### src/verilog/soi_pkg.sv
// Shared constants and types for the serial opcode interface.
package soi_pkg;

   // ==========================================================
   // Single-byte opcodes
   localparam logic [7:0] OP_POWER_UP_RESET = 8'h88;
   localparam logic [7:0] OP_PARTIAL_RESET  = 8'h8a;
   localparam logic [7:0] OP_CAP_START      = 8'h8c;
   localparam logic [7:0] OP_OTP_END        = 8'h84;
   localparam logic [7:0] OP_TEMP_START     = 8'h8e;

   // ==========================================================
   // Command codes in the top bits of the first byte
   localparam logic [3:0] CODE_SRAM_WRITE = 4'h9;
   localparam logic [3:0] CODE_SRAM_READ  = 4'h1;
   localparam logic [2:0] CODE_OTP_WRITE  = 3'h5;
   localparam logic [2:0] CODE_OTP_READ   = 3'h1;
   localparam logic [1:0] CODE_CFG_WRITE  = 2'h3;
   localparam logic [1:0] CODE_RES_READ   = 2'h1;

   // ==========================================================
   // Frame lengths in bits
   localparam logic [5:0] BITS_OPCODE  = 6'h08;
   localparam logic [5:0] BITS_MEMADDR = 6'h10;
   localparam logic [5:0] BITS_MEMCMD  = 6'h18;
   localparam logic [5:0] BITS_CFGCMD  = 6'h20;

   // ==========================================================
   // Cell map
   localparam int unsigned CFG_CELL_COUNT = 21;
   localparam logic [5:0]  CFG_LAST_INDEX = 6'h14;
   localparam logic [5:0]  RES_LAST_INDEX = 6'h0e;
   localparam logic [23:0] CFG_RESET_VALUE = 24'h000000;

   localparam logic [4:0] REG_OTP_SETTINGS        = 5'h00;
   localparam logic [4:0] REG_FIXED_DEFAULT_A     = 5'h01;
   localparam logic [4:0] REG_CAP_PORT_SCHEME     = 5'h02;
   localparam logic [4:0] REG_CAP_TIMING_AVERAGE  = 5'h03;
   localparam logic [4:0] REG_MEAS_TRIGGER_CYCLE  = 5'h04;
   localparam logic [4:0] REG_TEMP_AVERAGE_PREDIV = 5'h05;
   localparam logic [4:0] REG_TEMP_FAKE_SELECT    = 5'h06;
   localparam logic [4:0] REG_FIXED_DEFAULT_B     = 5'h07;
   localparam logic [4:0] REG_PROCESSOR_CONFIG    = 5'h08;
   localparam logic [4:0] REG_PORT_PULSE_CONFIG   = 5'h09;
   localparam logic [4:0] REG_REGULATOR_CONTROL   = 5'h0a;

   // Temperature trigger select field inside the trigger cell.
   localparam int unsigned TEMP_TRIG_LSB      = 0;
   localparam logic [1:0]  TEMP_TRIG_SOFTWARE = 2'h0;

   // ==========================================================
   // Types
   typedef enum logic [2:0] {
      CMD_NONE      = 3'b000,
      CMD_SRAM_WR   = 3'b001,
      CMD_SRAM_RD   = 3'b010,
      CMD_OTP_WR    = 3'b011,
      CMD_OTP_RD    = 3'b100,
      CMD_CFG_WR    = 3'b101,
      CMD_READOUT   = 3'b110,
      CMD_DONE      = 3'b111
   } soi_cmd_type;

   typedef struct packed {
      logic powerUpReset;
      logic partialReset;
      logic capStart;
      logic otpWriteEnd;
      logic tempStart;
   } soi_pulse_type;

   typedef struct packed {
      logic        write;
      logic        read;
      logic        otp;
      logic [12:0] addr;
      logic [7:0]  wrData;
   } soi_mem_req_type;

   typedef struct packed {
      logic        write;
      logic [4:0]  index;
      logic [23:0] data;
   } soi_cfg_wr_type;

endpackage

### src/verilog/soi_serial_opcode_interface.sv
// Serial opcode interface: SPI mode 1 slave that decodes control, memory, config and result opcodes.
`timescale 1ns/1ns
module soi_serial_opcode_interface (
   input  wire logic                     clk,
   input  wire logic                     rst_n,
   input  wire logic                     interfaceSelectPin,
   input  wire logic                     spiClock,
   input  wire logic                     slaveSelectLowN,
   input  wire logic                     spiDataIn,
   output logic                          generalPortOneOut,
   output logic                          generalPortOneOe,
   output soi_pkg::soi_pulse_type        cmdPulse,
   output soi_pkg::soi_mem_req_type      memReq,
   input  wire logic [7:0]               memRdData,
   output logic [5:0]                    resultIndex,
   output logic                          resultRead,
   input  wire logic [47:0]              resultData,
   input  wire logic [4:0]               cfgReadIndex,
   output logic [23:0]                   cfgReadData
);
   import soi_pkg::*;

   // ==========================================================
   // State
   typedef struct packed {
      logic            sclkPrev;
      logic [5:0]      bitCount;
      logic [31:0]     rxShift;
      logic [47:0]     txShift;
      logic            loadPending;
      logic            loadFromMemory;
      soi_cmd_type     kind;
      logic            sdo;
      logic            sdoOe;
      soi_pulse_type   pulse;
      soi_mem_req_type mem;
      logic [5:0]      resultIndex;
      logic            resultRead;
      soi_cfg_wr_type  cfgWr;
      logic            cfgClear;
      logic            tempSoftware;
   } soi_state_type;

   soi_state_type s_q;
   soi_state_type s_d;

   logic        linkActive;
   logic        fallEdge;
   logic        riseEdge;
   logic [31:0] rxNext;
   logic [5:0]  countNext;

   // ==========================================================
   // Edge detection on the host clock
   // The host clock is taken as synchronous to clk, so edges come from
   // the previous sample alone; it must stay well below clk/2.
   assign fallEdge   = s_q.sclkPrev & ~spiClock;
   assign riseEdge   = ~s_q.sclkPrev & spiClock;
   assign linkActive = ~interfaceSelectPin & ~slaveSelectLowN;
   assign rxNext     = {s_q.rxShift[30:0], spiDataIn};
   assign countNext  = s_q.bitCount + 6'h01;

   // ==========================================================
   // Next-state logic
   always_comb begin
      s_d = s_q;
      s_d.sclkPrev     = spiClock;
      s_d.pulse        = '0;
      s_d.mem.write    = 1'b0;
      s_d.mem.read     = 1'b0;
      s_d.resultRead   = 1'b0;
      s_d.cfgWr.write  = 1'b0;
      s_d.cfgClear     = 1'b0;

      if (!linkActive) begin
         // Dropping select throws away whatever was half received.
         s_d.bitCount    = 6'h00;
         s_d.kind        = CMD_NONE;
         s_d.loadPending = 1'b0;
         s_d.sdo         = 1'b0;
         s_d.sdoOe       = 1'b0;
      end else begin
         s_d.sdoOe = 1'b1;

         // ------------------------------------------------------
         // Receive: sample on the falling edge
         if (fallEdge && (s_q.kind != CMD_DONE) && (s_q.kind != CMD_READOUT)) begin
            s_d.rxShift  = rxNext;
            s_d.bitCount = countNext;
            case (s_q.kind)
               CMD_NONE: begin
                  if (countNext == BITS_OPCODE) begin
                     s_d.kind = CMD_DONE;
                     if (rxNext[7:0] == OP_POWER_UP_RESET) begin
                        s_d.pulse.powerUpReset = 1'b1;
                        s_d.cfgClear           = 1'b1;
                        s_d.tempSoftware       = 1'b1;
                     end else if (rxNext[7:0] == OP_PARTIAL_RESET) begin
                        s_d.pulse.partialReset = 1'b1;
                     end else if (rxNext[7:0] == OP_CAP_START) begin
                        s_d.pulse.capStart = 1'b1;
                     end else if (rxNext[7:0] == OP_OTP_END) begin
                        s_d.pulse.otpWriteEnd = 1'b1;
                     end else if (rxNext[7:0] == OP_TEMP_START) begin
                        s_d.pulse.tempStart = s_q.tempSoftware;
                     end else if (rxNext[7:4] == CODE_SRAM_WRITE) begin
                        s_d.kind = CMD_SRAM_WR;
                     end else if (rxNext[7:4] == CODE_SRAM_READ) begin
                        s_d.kind = CMD_SRAM_RD;
                     end else if (rxNext[7:5] == CODE_OTP_WRITE) begin
                        s_d.kind = CMD_OTP_WR;
                     end else if (rxNext[7:5] == CODE_OTP_READ) begin
                        s_d.kind = CMD_OTP_RD;
                     end else if (rxNext[7:6] == CODE_CFG_WRITE) begin
                        s_d.kind = CMD_CFG_WR;
                     end else if (rxNext[7:6] == CODE_RES_READ) begin
                        // Result address is complete after the first byte.
                        s_d.kind           = CMD_READOUT;
                        s_d.resultIndex    = rxNext[5:0];
                        s_d.resultRead     = 1'b1;
                        s_d.loadPending    = 1'b1;
                        s_d.loadFromMemory = 1'b0;
                     end
                  end
               end
               CMD_SRAM_RD, CMD_OTP_RD: begin
                  if (countNext == BITS_MEMADDR) begin
                     s_d.kind           = CMD_READOUT;
                     s_d.mem.read       = 1'b1;
                     s_d.mem.otp        = (s_q.kind == CMD_OTP_RD);
                     // SRAM ignores address bit 12, which holds a code bit.
                     s_d.mem.addr       = (s_q.kind == CMD_OTP_RD) ?
                                          rxNext[12:0] : {1'b0, rxNext[11:0]};
                     s_d.loadPending    = 1'b1;
                     s_d.loadFromMemory = 1'b1;
                  end
               end
               CMD_SRAM_WR, CMD_OTP_WR: begin
                  if (countNext == BITS_MEMCMD) begin
                     s_d.kind       = CMD_DONE;
                     s_d.mem.write  = 1'b1;
                     s_d.mem.otp    = (s_q.kind == CMD_OTP_WR);
                     s_d.mem.addr   = (s_q.kind == CMD_OTP_WR) ?
                                      rxNext[20:8] : {1'b0, rxNext[19:8]};
                     s_d.mem.wrData = rxNext[7:0];
                  end
               end
               CMD_CFG_WR: begin
                  if (countNext == BITS_CFGCMD) begin
                     s_d.kind = CMD_DONE;
                     // Indices past the last cell are dropped, not wrapped.
                     if (rxNext[29:24] <= CFG_LAST_INDEX) begin
                        s_d.cfgWr.write = 1'b1;
                        s_d.cfgWr.index = rxNext[28:24];
                        s_d.cfgWr.data  = rxNext[23:0];
                        if (rxNext[28:24] == REG_MEAS_TRIGGER_CYCLE) begin
                           s_d.tempSoftware =
                              (rxNext[TEMP_TRIG_LSB +: 2] == TEMP_TRIG_SOFTWARE);
                        end
                     end
                  end
               end
               default: begin
                  s_d.kind = CMD_DONE;
               end
            endcase
         end

         // ------------------------------------------------------
         // Transmit: change the data line on the rising edge
         if (riseEdge) begin
            if (s_q.loadPending) begin
               // Memory byte sits in the top of the word; the rest shifts as zero.
               if (s_q.loadFromMemory) begin
                  s_d.txShift = {memRdData[6:0], 41'h0};
                  s_d.sdo     = memRdData[7];
               end else begin
                  s_d.txShift = {resultData[46:0], 1'b0};
                  s_d.sdo     = resultData[47];
               end
               s_d.loadPending = 1'b0;
            end else if (s_q.kind == CMD_READOUT) begin
               s_d.sdo     = s_q.txShift[47];
               s_d.txShift = {s_q.txShift[46:0], 1'b0};
            end else begin
               s_d.sdo = 1'b0;
            end
         end
      end
   end

   // ==========================================================
   // State register
   always_ff @(posedge clk) begin
      if (!rst_n) begin
         s_q.sclkPrev       <= 1'b0;
         s_q.bitCount       <= 6'h00;
         s_q.rxShift        <= 32'h00000000;
         s_q.txShift        <= 48'h000000000000;
         s_q.loadPending    <= 1'b0;
         s_q.loadFromMemory <= 1'b0;
         s_q.kind           <= CMD_NONE;
         s_q.sdo            <= 1'b0;
         s_q.sdoOe          <= 1'b0;
         s_q.pulse          <= '0;
         s_q.mem            <= '0;
         s_q.resultIndex    <= 6'h00;
         s_q.resultRead     <= 1'b0;
         s_q.cfgWr          <= '0;
         s_q.cfgClear       <= 1'b0;
         s_q.tempSoftware   <= 1'b1;
      end else begin
         s_q <= s_d;
      end
   end

   // ==========================================================
   // Configuration store
   // The store has no path back to the serial link, only to the hardware it steers.
   soi_config_cells u_cells (
      .clk     (clk),
      .rst_n   (rst_n),
      .clear   (s_q.cfgClear),
      .cfgWr   (s_q.cfgWr),
      .rdIndex (cfgReadIndex),
      .rdData  (cfgReadData)
   );

   // ==========================================================
   // Outputs
   assign generalPortOneOut = s_q.sdo;
   assign generalPortOneOe  = s_q.sdoOe;
   assign cmdPulse          = s_q.pulse;
   assign memReq            = s_q.mem;
   assign resultIndex       = s_q.resultIndex;
   assign resultRead        = s_q.resultRead;

endmodule

### src/verilog/soi_config_cells.sv
// Write-only configuration and parameter cell store with one registered read port.
`timescale 1ns/1ns
module soi_config_cells (
   input  wire logic                    clk,
   input  wire logic                    rst_n,
   input  wire logic                    clear,
   input  wire soi_pkg::soi_cfg_wr_type cfgWr,
   input  wire logic [4:0]              rdIndex,
   output logic [23:0]                  rdData
);
   import soi_pkg::*;

   typedef struct packed {
      logic [CFG_CELL_COUNT-1:0][23:0] cells;
      logic [23:0]                     rdData;
   } soi_cells_state_type;

   soi_cells_state_type s_q;
   soi_cells_state_type s_d;

   always_comb begin
      s_d = s_q;
      if (clear) begin
         for (int i = 0; i < CFG_CELL_COUNT; i++) begin
            s_d.cells[i] = CFG_RESET_VALUE;
         end
      end else if (cfgWr.write && (cfgWr.index <= CFG_LAST_INDEX[4:0])) begin
         s_d.cells[cfgWr.index] = cfgWr.data;
      end
      // Out-of-range indices read as zero rather than aliasing a cell.
      if (rdIndex <= CFG_LAST_INDEX[4:0]) begin
         s_d.rdData = s_q.cells[rdIndex];
      end else begin
         s_d.rdData = 24'h000000;
      end
   end

   always_ff @(posedge clk) begin
      if (!rst_n) begin
         for (int i = 0; i < CFG_CELL_COUNT; i++) begin
            s_q.cells[i] <= CFG_RESET_VALUE;
         end
         s_q.rdData <= 24'h000000;
      end else begin
         s_q <= s_d;
      end
   end

   assign rdData = s_q.rdData;

endmodule

### config.mk
export PLATFORM = sky130hd
export DESIGN_NAME = soi_serial_opcode_interface
export DESIGN_NICKNAME = d
export VERILOG_FILES = /design/src/verilog/soi_pkg.sv /design/src/verilog/soi_serial_opcode_interface.sv /design/src/verilog/soi_config_cells.sv
export SDC_FILE = /design/constraint.sdc
export NUM_CORES = 2
export LEC_CHECK = 0
export ABC_AREA = 0
export BUFFER_PORTS_ARGS = -buffer_cell sky130_fd_sc_hd__buf_4
export CAP_MARGIN = 20
export CORE_MARGIN = 2
export CORE_UTILIZATION = 60
export CTS_CLUSTER_SIZE = 12
export DETAILED_ROUTE_END_ITERATION = 8
export GPL_TIMING_DRIVEN = 0
export PLACE_DENSITY = 0.74
export REMOVE_ABC_BUFFERS = 1
export SETUP_SLACK_MARGIN = 0.15
export SYNTH_ARGS = -nofsm -noshare
export SYNTH_HDL_FRONTEND = slang
export SYNTH_SLANG_ARGS = --single-unit
### constraint.sdc
create_clock -name clk -period 5.9 [get_ports clk]
set_clock_uncertainty 0.2 [all_clocks]
set_input_delay 1.77 -clock clk [delete_from_list [all_inputs] [get_ports clk]]
set_output_delay 1.77 -clock clk [all_outputs]
set_load 0.03 [all_outputs]
==> summary.txt <==
CTS HTree Levels: 3
EDFF count, synth: 0
Ant. Diodes: 0
actual slew at the worst max-slew pin: 1199 ps
Avg WL per Cell: 21.32 microns
final WL: 84.70 mm
Seq cells post-synth: 685
largest net degree at the start of global routing: 99
clock root cell: clkbuf_16
synthesized instance count: 3414
grt met1 use: 42.16%
die height: 223.8 microns
Internal: 7.164 mW
CTS clock-pin slew for the worst setup and hold paths: 60 ps
Leakage Power: 11.13 nW
synthesized area: 28980 sq um
layout cells sized above 1: 13.88%
Initial DRT Pass Iterations: 9
# setup viols final: 0
most numerous cell in the Yosys netlist: nand2_1
Initial Util: 60.69%
worst endpoint required time: 6140 ps
Placed Instances: 3842
Yosys cell types: 67
Crit Path Class: primary input to flip-flop
Die Width: 223.8 microns
RSZ-0062 raised after global routing: no
HP Class: flip-flop to flip-flop
GP Congestion: 0.8525
Synth area leader: dfxtp_1
YS warnings: 0
Post-CTS Setup Bufs: 0
fin. max-slew vios: 0
post_cts resized: 0
WP data arrival: 4780 ps
sequential share of the synthesized area: 47.33%
Mapped Avg Cell Area: 8.488 sq um
ys flop type: dfxtp_1
Slew Limit Headroom: 19.93%
clock sinks: 685
DRC: 0
hold slack: 251.9 ps
Sw Ratio: 21.57%
largest cells by area after synthesis: dfxtp_1, nand2_1, a21oi_1
hold_buf cts: 0
first-pass GRT wire length: 129.3 mm
GRT Residual Overflow: 0
nets@finish: 3390
Layout area overhead: 13.14%
Worst-Skew Late Latency: 610 ps
Max-cap violations: 0
Yosys top cell area share: 47.33%
buffer depth of the longest clock path: 3
met3 usage: 7.647%
input/output buffers: 128
CTS tree: done
Startpoint Class: primary input
met2 usage: 53.51%
clock power share: 46.5%
core area: 47750 sq um
via/cell ratio: 6.269
Logic pwr share: 2.8%
min cycle time layout: 4534 ps
Layout Utilization: 68.66%
initial antenna violation count: 1
routed vias: 24910
DPL Wire Length: 51.08 mm
Net Sw Power: 1.970 mW
Fmax: 220.6 MHz
number of global-route vias before repair: 23790
Boundary Pins: 129
status: finished, final reports clean
Final ANT Viol Nets: 0
period utilization: 76.84%
Finished Layout Cells: 3973
Reg power frac: 50.7%
CTS Buf Count: 71
top post-synthesis cells by count: nand2_1, dfxtp_1, a21oi_1, clkbuf_1, nor2_1
Tot GR Track Use: 33.04%
fill count: 3575
pwr/cell area: 278.6 nW/um^2
die area: 50070 sq um
initial drt markers: 3115
Critical Path End Type: flip-flop
FFs w/ async S/R, synth: 0%
Max FO, Critical Path: 62
Final Hold Viols: 0
Peak supply drop: 187.2 uV
Top Usage Layer GRT: met2
Row Count: 80
==> final cells by class <==
class	instances	area [sq um]	area share [%]
flip-flops and latches	685	13710	41.83
multi-input cells	2353	13680	41.71
repair buffers	206	2466	7.522
clock buffers	100	2051	6.255
well taps	615	769.5	2.347
clock inverters	10	91.34	0.2786
inverters	4	17.52	0.05343
==> flip-flops by register name, indices dropped and copies added (netlist names) <==
signal	flops
u_cells.rdData	24
generalPortOneOe	1
u_cells.s_q	504
resultIndex	6
cmdPulse	5
generalPortOneOut	1
rxNext	29
s_q	90
memReq	24
resultRead	1
==> final timing paths <==
| path | startpoint | endpoint | slack (ps) | depth (start not counted) |
|---|---|---|---|---|
| setup reg to reg | s_q[71] | s_q[18] | 2130 | 8 |
| hold / removal | u_cells.s_q[400] | u_cells.s_q[400] | 250 | 2 |
| setup / recovery | cfgReadIndex[1] | u_cells.rdData[1] | 1370 | 8 |
| hold reg to reg | u_cells.s_q[400] | u_cells.s_q[400] | 250 | 2 |
==> critical path, cell delays in order <==
cell and delay [ps]:
buf_8 460, buf_16 410, mux4_2 580, mux2i_1 440
nor2_1 100, a221oi_1 550, o22a_1 230, nor2_1 60
==> metal layers <==
layer  share of wire, %  vias up
met2                 47     1377
met3                 10      231
met1                 38    11980
li1                   -    11320
met4                4.2        0
met5                  0        -
==> metrics by stage <==
stage	total power, mW	setup TNS, ps	setup WS [ps]	instance area [sq um]
after floorplan	4.836	-2350900	-4664	27300
after global placement	4.968	-4198220	-8327	29030
after detailed placement	4.984	0	870.3	30150
after CTS	9.152	0	1490	32290
after global routing	9.359	0	1246	32780
final	9.134	0	1366	32780
==> cells by family (layout without fill, tap and decap cells) <==
group	Yosys count	in the layout	share of synthesized area, %
fa+ha+maj	2	2	0.08635
mux	222	222	12.87
buf+inv	376	320	5.838
flops	685	685	47.33
xor+xnor	6	6	0.1814
compound gates	709	709	14.32
simple gates	1414	1414	19.38
==> cell usage in the layout (no fill, tap or decap), types with 4 or more instances in the layout <==
cell type / Yosys / layout
a211oi_2: 10 / 10
a21oi_1: 557 / 557
a221oi_1: 64 / 64
a22oi_1: 13 / 13
and2_1: 8 / 9
buf_16: 0 / 36
buf_4: 61 / 137
buf_6: 2 / 13
buf_8: 0 / 20
clkbuf_1: 271 / 17
clkbuf_16: 0 / 75
clkbuf_8: 0 / 8
clkinv_2: 0 / 4
dfxtp_1: 685 / 685
mux2i_1: 100 / 100
mux4_2: 120 / 120
nand2_1: 1117 / 1117
nand2b_1: 11 / 10
nand3_1: 12 / 12
nand4_1: 4 / 4
nor2_1: 164 / 157
nor2_4: 1 / 5
nor2b_1: 7 / 6
nor3_1: 56 / 50
nor3_2: 0 / 6
nor4_2: 0 / 4
o211ai_1: 9 / 9
o21ai_0: 6 / 6
o22a_1: 24 / 24
o31ai_1: 4 / 4
xor2_1: 4 / 4
==> power by group through the flow <==
stage | registers, mW | logic [mW] | clock network [mW]
floorplan | 4.73 | 0.106 | 0
global placement | 4.73 | 0.239 | 0
CTS | 4.63 | 0.255 | 4.27
detailed placement | 4.73 | 0.255 | 0
global route | 4.62 | 0.275 | 4.46
finish | 4.63 | 0.259 | 4.25
Power figures use the tool's default switching activity.
